$ cat config.mk
export PLATFORM = sky130hd
export DESIGN_NAME = ats_top
export DESIGN_NICKNAME = d
export VERILOG_FILES = /design/src/include/ats_pkg.sv /design/src/verilog/ats_top.sv
export SDC_FILE = /design/constraint.sdc
export NUM_CORES = 1
export LEC_CHECK = 0
export BUFFER_PORTS_ARGS = -buffer_cell sky130_fd_sc_hd__buf_4
export CORE_ASPECT_RATIO = 1.4
export CORE_MARGIN = 3
export CORE_UTILIZATION = 46
export DETAILED_ROUTE_END_ITERATION = 12
export PLACE_DENSITY = 0.74
export SETUP_SLACK_MARGIN = 0.2
export SYNTH_ARGS = -nofsm -noshare
export SYNTH_HDL_FRONTEND = slang
export SYNTH_SLANG_ARGS = --single-unit
export TNS_END_PERCENT = 10
$ cat constraint.sdc
create_clock -name clock -period 2.2 [get_ports clock]
set_clock_uncertainty 0.15 [all_clocks]
set_input_delay 0.33 -clock clock [delete_from_list [all_inputs] [get_ports clock]]
set_output_delay 0.33 -clock clock [all_outputs]
set_load 0.01 [all_outputs]
$ cat src/include/ats_pkg.sv
// Purpose: Shared constants and types of the sequencer trigger and underflow register bank.
// Assumes: Plain register port with 8-bit byte addresses and 32-bit data.
// Notes: Every offset, field position and encoding, and every reset value but that of the interrupt status, is named here once.
package ats_pkg;

  // ****************************************************************
  // Sizes and register offsets
  // ****************************************************************
  localparam int unsigned NUM_SEQ = 4;
  localparam int unsigned ADDR_W = 8;
  localparam int unsigned DATA_W = 32;
  localparam logic [7:0] OFS_SEQ_ENABLE = 8'h00;
  localparam logic [7:0] OFS_TRIG_EVENT_SELECT = 8'h14;
  localparam logic [7:0] OFS_FIFO_UNDERFLOW_FLAGS = 8'h18;
  localparam logic [7:0] OFS_SEQUENCER_PRIORITY = 8'h20;
  localparam logic [7:0] OFS_SAMPLE_INITIATE = 8'h28;
  localparam logic [7:0] OFS_IRQ_STATUS = 8'h40;
  localparam logic [7:0] OFS_IRQ_MASK = 8'h44;

  // ****************************************************************
  // Field layout and reset values
  // ****************************************************************
  localparam int unsigned TRIG_FIELD_W = 4;
  localparam int unsigned PRIO_FIELD_W = 2;
  localparam int unsigned PRIO_FIELD_STRIDE = 4;
  localparam int unsigned IRQ_UF_LSB = 0;
  localparam int unsigned IRQ_START_LSB = 4;
  localparam int unsigned IRQ_W = 8;
  localparam logic [15:0] TRIG_EVENT_SELECT_RST = 16'h0000;
  localparam logic [7:0] SEQ_PRIO_RST = 8'hE4;
  localparam logic [3:0] UNDERFLOW_RST = 4'h0;
  localparam logic [3:0] SEQ_ENABLE_RST = 4'h0;
  localparam logic [7:0] IRQ_MASK_RST = 8'h00;

  // ****************************************************************
  // Trigger source encodings
  // ****************************************************************
  typedef enum logic [3:0] {
    TRIG_PROCESSOR = 4'h0,
    TRIG_EXTERNAL = 4'h4,
    TRIG_TIMER = 4'h5,
    TRIG_PWM_A = 4'h6,
    TRIG_PWM_B = 4'h7,
    TRIG_PWM_C = 4'h8,
    TRIG_ALWAYS = 4'hF
  } ats_trig_src_e;

  // ****************************************************************
  // Carriers
  // ****************************************************************
  typedef struct packed {
    logic [7:0] addr;
    logic [31:0] wdata;
    logic wr;
    logic rd;
  } ats_bus_req_s;

  typedef struct packed {
    logic external_trigger_pin;
    logic timer_trigger;
    logic pwm_gen_a_trigger;
    logic pwm_gen_b_trigger;
    logic pwm_gen_c_trigger;
  } ats_trig_in_s;

  typedef struct packed {
    logic req;
    logic [1:0] seq;
  } ats_fifo_rd_s;

endpackage

$ cat src/verilog/ats_top.sv
// Purpose: Per-sequencer trigger selection, start ordering and result FIFO underflow flags.
// Assumes: All inputs synchronous to clock; FIFO storage and converter live outside.
// Notes: Result reads answer one cycle after the request; starts come two cycles after the trigger.
`timescale 1ns/100ps

// How it works
// - Four 4-bit trigger fields, one per sequencer.
// - Field value picks processor, pin, timer, PWM, always.
// - All four fields decode identically.
// - Empty FIFO read sets that sequencer's underflow flag.
// - Underflow read returns zero, pointers unchanged.
// - Writing one clears exactly those underflow flags.
// - Processor initiate write starts enabled sequencer.
// - Simultaneous triggers run in priority order.
module ats_top
  import ats_pkg::*;
(
  input wire logic clock,
  input wire logic rst_b,
  input wire ats_bus_req_s bus_req,
  output logic [31:0] bus_rdata,
  input wire ats_trig_in_s trig_in,
  input wire ats_fifo_rd_s fifo_rd,
  input wire logic [3:0] fifo_empty,
  input wire logic [31:0] fifo_head_data,
  output logic [3:0] fifo_pop,
  output logic [31:0] fifo_read_data,
  output logic fifo_read_valid,
  output logic [3:0] seq_start,
  output logic irq
);

  // ****************************************************************
  // State
  // ****************************************************************
  typedef struct packed {
    logic [3:0][3:0] trig_sel;
    logic [3:0][1:0] prio;
    logic [3:0] enable;
    logic [3:0] underflow;
    logic [3:0] pending;
    logic [3:0] seq_start;
    logic [3:0] fifo_pop;
    logic [31:0] fifo_data;
    logic fifo_valid;
    logic [31:0] rdata;
    logic [7:0] irq_status;
    logic [7:0] irq_mask;
    logic irq;
  } ats_state_s;

  ats_state_s st_reg;
  ats_state_s st_next;
  logic [3:0] trig_hit;
  logic [3:0] grant;
  logic [3:0] uf_evt;
  logic [3:0] uf_clear;
  logic [7:0] irq_clear;
  logic wr_init;

  assign bus_rdata = st_reg.rdata;
  assign fifo_pop = st_reg.fifo_pop;
  assign fifo_read_data = st_reg.fifo_data;
  assign fifo_read_valid = st_reg.fifo_valid;
  assign seq_start = st_reg.seq_start;
  assign irq = st_reg.irq;

  // ****************************************************************
  // Next state
  // ****************************************************************
  always_comb
  begin
    st_next = st_reg;
    st_next.seq_start = 4'h0;
    st_next.fifo_pop = 4'h0;
    st_next.fifo_data = 32'h0000_0000;
    st_next.fifo_valid = 1'b0;
    st_next.rdata = 32'h0000_0000;
    trig_hit = 4'h0;
    grant = 4'h0;
    uf_evt = 4'h0;
    uf_clear = 4'h0;
    irq_clear = 8'h00;
    wr_init = bus_req.wr && (bus_req.addr == OFS_SAMPLE_INITIATE);

    // Every sequencer decodes its own field through the same table.
    for (int i = 0; i < NUM_SEQ; i++)
    begin
      case (st_reg.trig_sel[i])
        TRIG_PROCESSOR: trig_hit[i] = wr_init && bus_req.wdata[i];
        TRIG_EXTERNAL: trig_hit[i] = trig_in.external_trigger_pin;
        TRIG_TIMER: trig_hit[i] = trig_in.timer_trigger;
        TRIG_PWM_A: trig_hit[i] = trig_in.pwm_gen_a_trigger;
        TRIG_PWM_B: trig_hit[i] = trig_in.pwm_gen_b_trigger;
        TRIG_PWM_C: trig_hit[i] = trig_in.pwm_gen_c_trigger;
        TRIG_ALWAYS: trig_hit[i] = 1'b1;
        default: trig_hit[i] = 1'b0;
      endcase
    end
    trig_hit = trig_hit & st_reg.enable;

    // One start per cycle: the pending sequencer with the lowest priority code wins.
    for (int i = 0; i < NUM_SEQ; i++)
    begin
      grant[i] = st_reg.pending[i];
      for (int j = 0; j < NUM_SEQ; j++)
      begin
        if (st_reg.pending[j] && (j != i) && ((st_reg.prio[j] < st_reg.prio[i]) ||
            ((st_reg.prio[j] == st_reg.prio[i]) && (j < i))))
        begin
          grant[i] = 1'b0;
        end
      end
    end
    st_next.seq_start = grant;
    st_next.pending = (st_reg.pending & ~grant) | trig_hit;

    // Result reads: an empty FIFO is not popped and yields zero.
    if (fifo_rd.req)
    begin
      st_next.fifo_valid = 1'b1;
      if (fifo_empty[fifo_rd.seq])
      begin
        uf_evt[fifo_rd.seq] = 1'b1;
        st_next.fifo_data = 32'h0000_0000;
      end
      else
      begin
        st_next.fifo_pop[fifo_rd.seq] = 1'b1;
        st_next.fifo_data = fifo_head_data;
      end
    end

    // Register writes; reserved bits are not stored.
    if (bus_req.wr)
    begin
      case (bus_req.addr)
        OFS_SEQ_ENABLE: st_next.enable = bus_req.wdata[3:0];
        OFS_TRIG_EVENT_SELECT: st_next.trig_sel = bus_req.wdata[15:0];
        OFS_FIFO_UNDERFLOW_FLAGS: uf_clear = bus_req.wdata[3:0];
        OFS_SEQUENCER_PRIORITY:
        begin
          for (int i = 0; i < NUM_SEQ; i++)
          begin
            st_next.prio[i] = bus_req.wdata[i * PRIO_FIELD_STRIDE +: PRIO_FIELD_W];
          end
        end
        OFS_IRQ_STATUS: irq_clear = bus_req.wdata[7:0];
        OFS_IRQ_MASK: st_next.irq_mask = bus_req.wdata[7:0];
        default: st_next.enable = st_reg.enable;
      endcase
    end

    // A new event in the clearing cycle keeps its flag set.
    st_next.underflow = (st_reg.underflow & ~uf_clear) | uf_evt;
    st_next.irq_status = (st_reg.irq_status & ~irq_clear) | {grant, uf_evt};
    st_next.irq = |(st_next.irq_status & st_next.irq_mask);

    // Register reads; reserved and unmapped bits read as zero.
    if (bus_req.rd)
    begin
      case (bus_req.addr)
        OFS_SEQ_ENABLE: st_next.rdata = {28'h0, st_reg.enable};
        OFS_TRIG_EVENT_SELECT: st_next.rdata = {16'h0, st_reg.trig_sel};
        OFS_FIFO_UNDERFLOW_FLAGS: st_next.rdata = {28'h0, st_reg.underflow};
        OFS_SEQUENCER_PRIORITY:
        begin
          for (int i = 0; i < NUM_SEQ; i++)
          begin
            st_next.rdata[i * PRIO_FIELD_STRIDE +: PRIO_FIELD_W] = st_reg.prio[i];
          end
        end
        OFS_IRQ_STATUS: st_next.rdata = {24'h0, st_reg.irq_status};
        OFS_IRQ_MASK: st_next.rdata = {24'h0, st_reg.irq_mask};
        default: st_next.rdata = 32'h0000_0000;
      endcase
    end
  end

  // ****************************************************************
  // Registers
  // ****************************************************************
  always_ff @(posedge clock)
  begin
    if (!rst_b)
    begin
      st_reg <= '0;
      st_reg.trig_sel <= TRIG_EVENT_SELECT_RST;
      st_reg.prio <= SEQ_PRIO_RST;
      st_reg.enable <= SEQ_ENABLE_RST;
      st_reg.underflow <= UNDERFLOW_RST;
      st_reg.irq_mask <= IRQ_MASK_RST;
    end
    else
    begin
      st_reg <= st_next;
    end
  end

  // ****************************************************************
  // Checks
  // ****************************************************************
  property p_trig_store;
    @(posedge clock) disable iff (!rst_b)
    bus_req.wr && (bus_req.addr == OFS_TRIG_EVENT_SELECT) |=>
      st_reg.trig_sel == $past(bus_req.wdata[15:0]);
  endproperty
  a_trig_store: assert property (p_trig_store)
    else $error("Trigger select field not stored.");

  property p_ext_pending;
    @(posedge clock) disable iff (!rst_b)
    trig_in.external_trigger_pin && (st_reg.trig_sel[0] == TRIG_EXTERNAL) && st_reg.enable[0]
      |=> st_reg.pending[0];
  endproperty
  a_ext_pending: assert property (p_ext_pending)
    else $error("External trigger did not arm sequencer 0.");

  property p_same_decode;
    @(posedge clock) disable iff (!rst_b)
    (st_reg.trig_sel[0] == st_reg.trig_sel[3]) && (st_reg.enable[0] == st_reg.enable[3]) &&
      (!wr_init || (bus_req.wdata[0] == bus_req.wdata[3]))
      |-> trig_hit[0] == trig_hit[3];
  endproperty
  a_same_decode: assert property (p_same_decode)
    else $error("Sequencers with equal settings decode differently.");

  property p_uf_set;
    @(posedge clock) disable iff (!rst_b)
    fifo_rd.req && fifo_empty[fifo_rd.seq] |=>
      st_reg.underflow[$past(fifo_rd.seq)] ##1 1'b1;
  endproperty
  a_uf_set: assert property (p_uf_set)
    else $error("Underflow flag not set on empty read.");

  property p_uf_zero;
    @(posedge clock) disable iff (!rst_b)
    fifo_rd.req && fifo_empty[fifo_rd.seq] |=>
      fifo_read_valid && (fifo_read_data == 32'h0000_0000) && (fifo_pop == 4'h0);
  endproperty
  a_uf_zero: assert property (p_uf_zero)
    else $error("Underflow read popped or returned data.");

  property p_uf_clear;
    @(posedge clock) disable iff (!rst_b)
    bus_req.wr && (bus_req.addr == OFS_FIFO_UNDERFLOW_FLAGS) && !fifo_rd.req |=>
      st_reg.underflow == ($past(st_reg.underflow) & ~$past(bus_req.wdata[3:0]));
  endproperty
  a_uf_clear: assert property (p_uf_clear)
    else $error("Underflow clear did not act on exactly the written ones.");

  property p_uf_keep;
    @(posedge clock) disable iff (!rst_b)
    !(bus_req.wr && (bus_req.addr == OFS_FIFO_UNDERFLOW_FLAGS)) |=>
      (st_reg.underflow & $past(st_reg.underflow)) == $past(st_reg.underflow);
  endproperty
  a_uf_keep: assert property (p_uf_keep)
    else $error("Underflow flag dropped without a clearing write.");

  property p_init_start;
    @(posedge clock) disable iff (!rst_b)
    wr_init && bus_req.wdata[0] && (st_reg.trig_sel[0] == TRIG_PROCESSOR) && st_reg.enable[0]
      |=> st_reg.pending[0] ##[1:4] seq_start[0];
  endproperty
  a_init_start: assert property (p_init_start)
    else $error("Processor initiate did not start sequencer 0.");

  property p_one_start;
    @(posedge clock) disable iff (!rst_b)
    (st_reg.pending[0] && st_reg.pending[1] && (st_reg.prio[0] < st_reg.prio[1]))
      |=> $onehot(seq_start) && seq_start[0];
  endproperty
  a_one_start: assert property (p_one_start)
    else $error("Lower priority sequencer started first.");

  property p_irq_level;
    @(posedge clock) disable iff (!rst_b)
    ##1 irq == |($past(st_next.irq_status) & $past(st_next.irq_mask));
  endproperty
  a_irq_level: assert property (p_irq_level)
    else $error("Interrupt output disagrees with status and mask.");

endmodule

==> results.json <==
{
  "outcome": "finished, violations left",
  "failed_checks": "negative setup slack",
  "coreArea_um2": 10600,
  "finalHoldViolCount": 0,
  "postPlaceCellArea_um2": 6080,
  "worst-setup-path-type": "in -> reg",
  "post_drt_wl_per_cell_um": 17.0,
  "comb_power_share_pct": 8.5,
  "fmax_ghz": 0.425,
  "cts_buffer_depth": 2,
  "whs_path_depth": 2,
  "yosysTopAreaCellShare_pct": 43.3,
  "h-tree-depth": 3,
  "final_layout_size_suffix_gt1_share_pct": 39.5,
  "drc": 0,
  "fin_crit_ps": 2350,
  "cts_buffers": 9,
  "drv_cap": 0,
  "grt_overflow": 0,
  "insertion_delay_ps": 340,
  "io_pins": 162,
  "grt_usage_pct": 21.1,
  "switching_share_pct": 22.7,
  "power_density_nw_per_um2": 586,
  "dr_wl_met2_mm": 7.42,
  "relSlewSlack_pct": 60.3,
  "setup_ws_ps": -151,
  "hpwl_mm": 10.4,
  "ctsHoldBuffers": 0,
  "seq_area_frac_synth_pct": 43.3,
  "grt_pass1_vias": 4232,
  "end_kind": "register",
  "yosysTopAreaCell": "dfxtp_1",
  "whs_endpoint": "fifo_pop[0]$_SDFF_PP0_",
  "p_sw_uw": 905,
  "synth_edf_count": 0,
  "worst_ep_arrival_time_ps": 2440,
  "root_buffer": "clkbuf_16",
  "synth.avg_cell_area_um2": 8.97,
  "fp.dieArea_um2": 12400,
  "crit_start": "bus_req[39]",
  "syn_inst": 567,
  "drtPass1Iterations": 5,
  "synth-seq-cells": 110,
  "die_h_um": 130,
  "grt_max_degree": 52,
  "ys.flop_type": "dfxtp_1",
  "peakVddDrop_v": 0.000321,
  "die_w_um": 94.9,
  "synth_cell_types": 62,
  "largest_reg_flops": 52,
  "start_kind": "input pin",
  "final_area_um2": 6800,
  "antenna_left": 0,
  "setup_violations": 1,
  "fin_crit_sh_pct": 107,
  "drt_iter0_markers": 309,
  "maxSlewViolCount": 0,
  "antenna_cells": 0,
  "worst-path-max-fanout": 5,
  "routed_wl_mm": 14.2,
  "async_flop_share_pct": 0,
  "rsz0062_at_grt": "true",
  "total_power_mw": 3.98,
  "synthMostInstantiatedCell": "dfxtp_1",
  "wl_met3_mm": 1.15,
  "cts.sinks": 110,
  "hold_path_class": "in -> reg",
  "hp-start": "fifo_empty[0]",
  "reg2reg_slack_ps": -20,
  "synth.area.top_cells": "dfxtp_1 (43%), buf_4 (11%), mux2i_1 (4.7%), nor2_1 (4.6%), and2_1 (4.4%)",
  "seq_power_share_pct": 50.9,
  "intPower_mw": 3.08,
  "cts_tree": "yes",
  "p_clk_share_pct": 40.5,
  "syn_to_final_growth_pct": 33.7,
  "ys.warnings.count": 0,
  "highest_layer": "met4",
  "num_vias": 4566,
  "rr_startpoint": "st_reg[103]$_SDFFE_PN0P_",
  "path_clk_slew_ps": 70,
  "grt_first_pass_wirelength_mm": 20.4,
  "netlist_area_um2": 5090,
  "p_leak_nw": 2.81,
  "tns_ps": -151,
  "required_ps": 2280,
  "initial_core_util_pct": 48.1,
  "r2r_cells": 7,
  "max_slew.worst_pin.slew_ps": 587,
  "globalplace.congestion": 0.934,
  "wl_met1_mm": 5.05,
  "std_cell_rows": 44,
  "avgViaCountPerCell": 5.47,
  "yosys-top-cells-count": "dfxtp_1 (110), buf_4 (72), nor2_1 (62)",
  "r2r-end": "irq$_SDFF_PN0_",
  "placement.io_buffers": 129,
  "nets": 792,
  "antenna_found_initial": 0
}
## kinds of logic (layout without fill, tap and decap cells)
kind of cell,count (synthesis),count (layout),synth area share (%)
fa+ha+maj,12,12,2.95
other cells,1,16,0.0737
buf+inv,114,229,14.1
compound gates,95,95,12.9
simple gates,209,209,21.3
mux,25,25,5.17
xor+xnor,1,1,0.172
flops,110,110,43.3
## power by group through the flow
stage	clock network (mW)	registers, mW	logic (mW)
after global placement	0	2.07	0.315
after CTS	1.65	2.03	0.322
after global routing	1.73	2.03	0.366
after floorplan	0	2.07	0.173
after detailed placement	0	2.07	0.321
final	1.61	2.03	0.340
## worst max-delay path, cell delays in order
cell,delay (ps)
buf_6,90
or4_4,580
nor4_4,320
buf_6,160
buf_4,130
nand3_1,110
a21boi_2,210
o22ai_2,110
o41a_1,400
## stage by stage
step                      cells  hold slack (ps)  utilization, %  worst slack, ps
after floorplan             582              252               -             -145
after global placement      804              311            57.5             -361
after detailed placement    804              310            57.5             -411
after CTS                   821             9.66            60.9            -50.5
after global routing        835             5.58            64.3             -187
final                       835             14.2            64.3             -151
## worst max path at each step
stage	to	slack [ps]	depth (start not counted)
after global placement	irq$_SDFF_PN0_	-360	7
after global routing	irq$_SDFF_PN0_	-190	9
after floorplan	irq$_SDFF_PN0_	-150	6
final	irq$_SDFF_PN0_	-150	9
after CTS	irq$_SDFF_PN0_	-50	7
after detailed placement	irq$_SDFF_PN0_	-410	7
## per-layer routing
metal | GRT usage, % | vias to the layer above
li1 | - | 2131
met1 | 22.5 | 2155
met2 | 38.9 | 233
met3 | 4.18 | 47
met4 | 10.9 | 0
met5 | 0 | -
## final cells by class
type	count	area, µm²
inverter	19	73.8
timing repair buffer	194	1490
fill	844	3770
multi-input combinational	358	2550
clock inverter	6	68.8
sequential	110	2210
clock buffer	10	229
tap	138	173
## cell usage in the layout, fill, tap and decap left out, types with 13 or more instances in the layout
cell type and instances:
a21oi_1 30, nand3_1 26, mux2i_1 16, nand2_1 42, nor2_1 59, dfxtp_1 103, conb_1 16, inv_1 15
and2_1 36, buf_4 185, a22oi_1 13
## what timing repair did
action	in CTS	in global routing
gates resized for setup	17	54
pin swaps	3	15
setup buffers	1	14
endpoints found under the setup margin	6	13
Power figures use the tool's default switching activity.
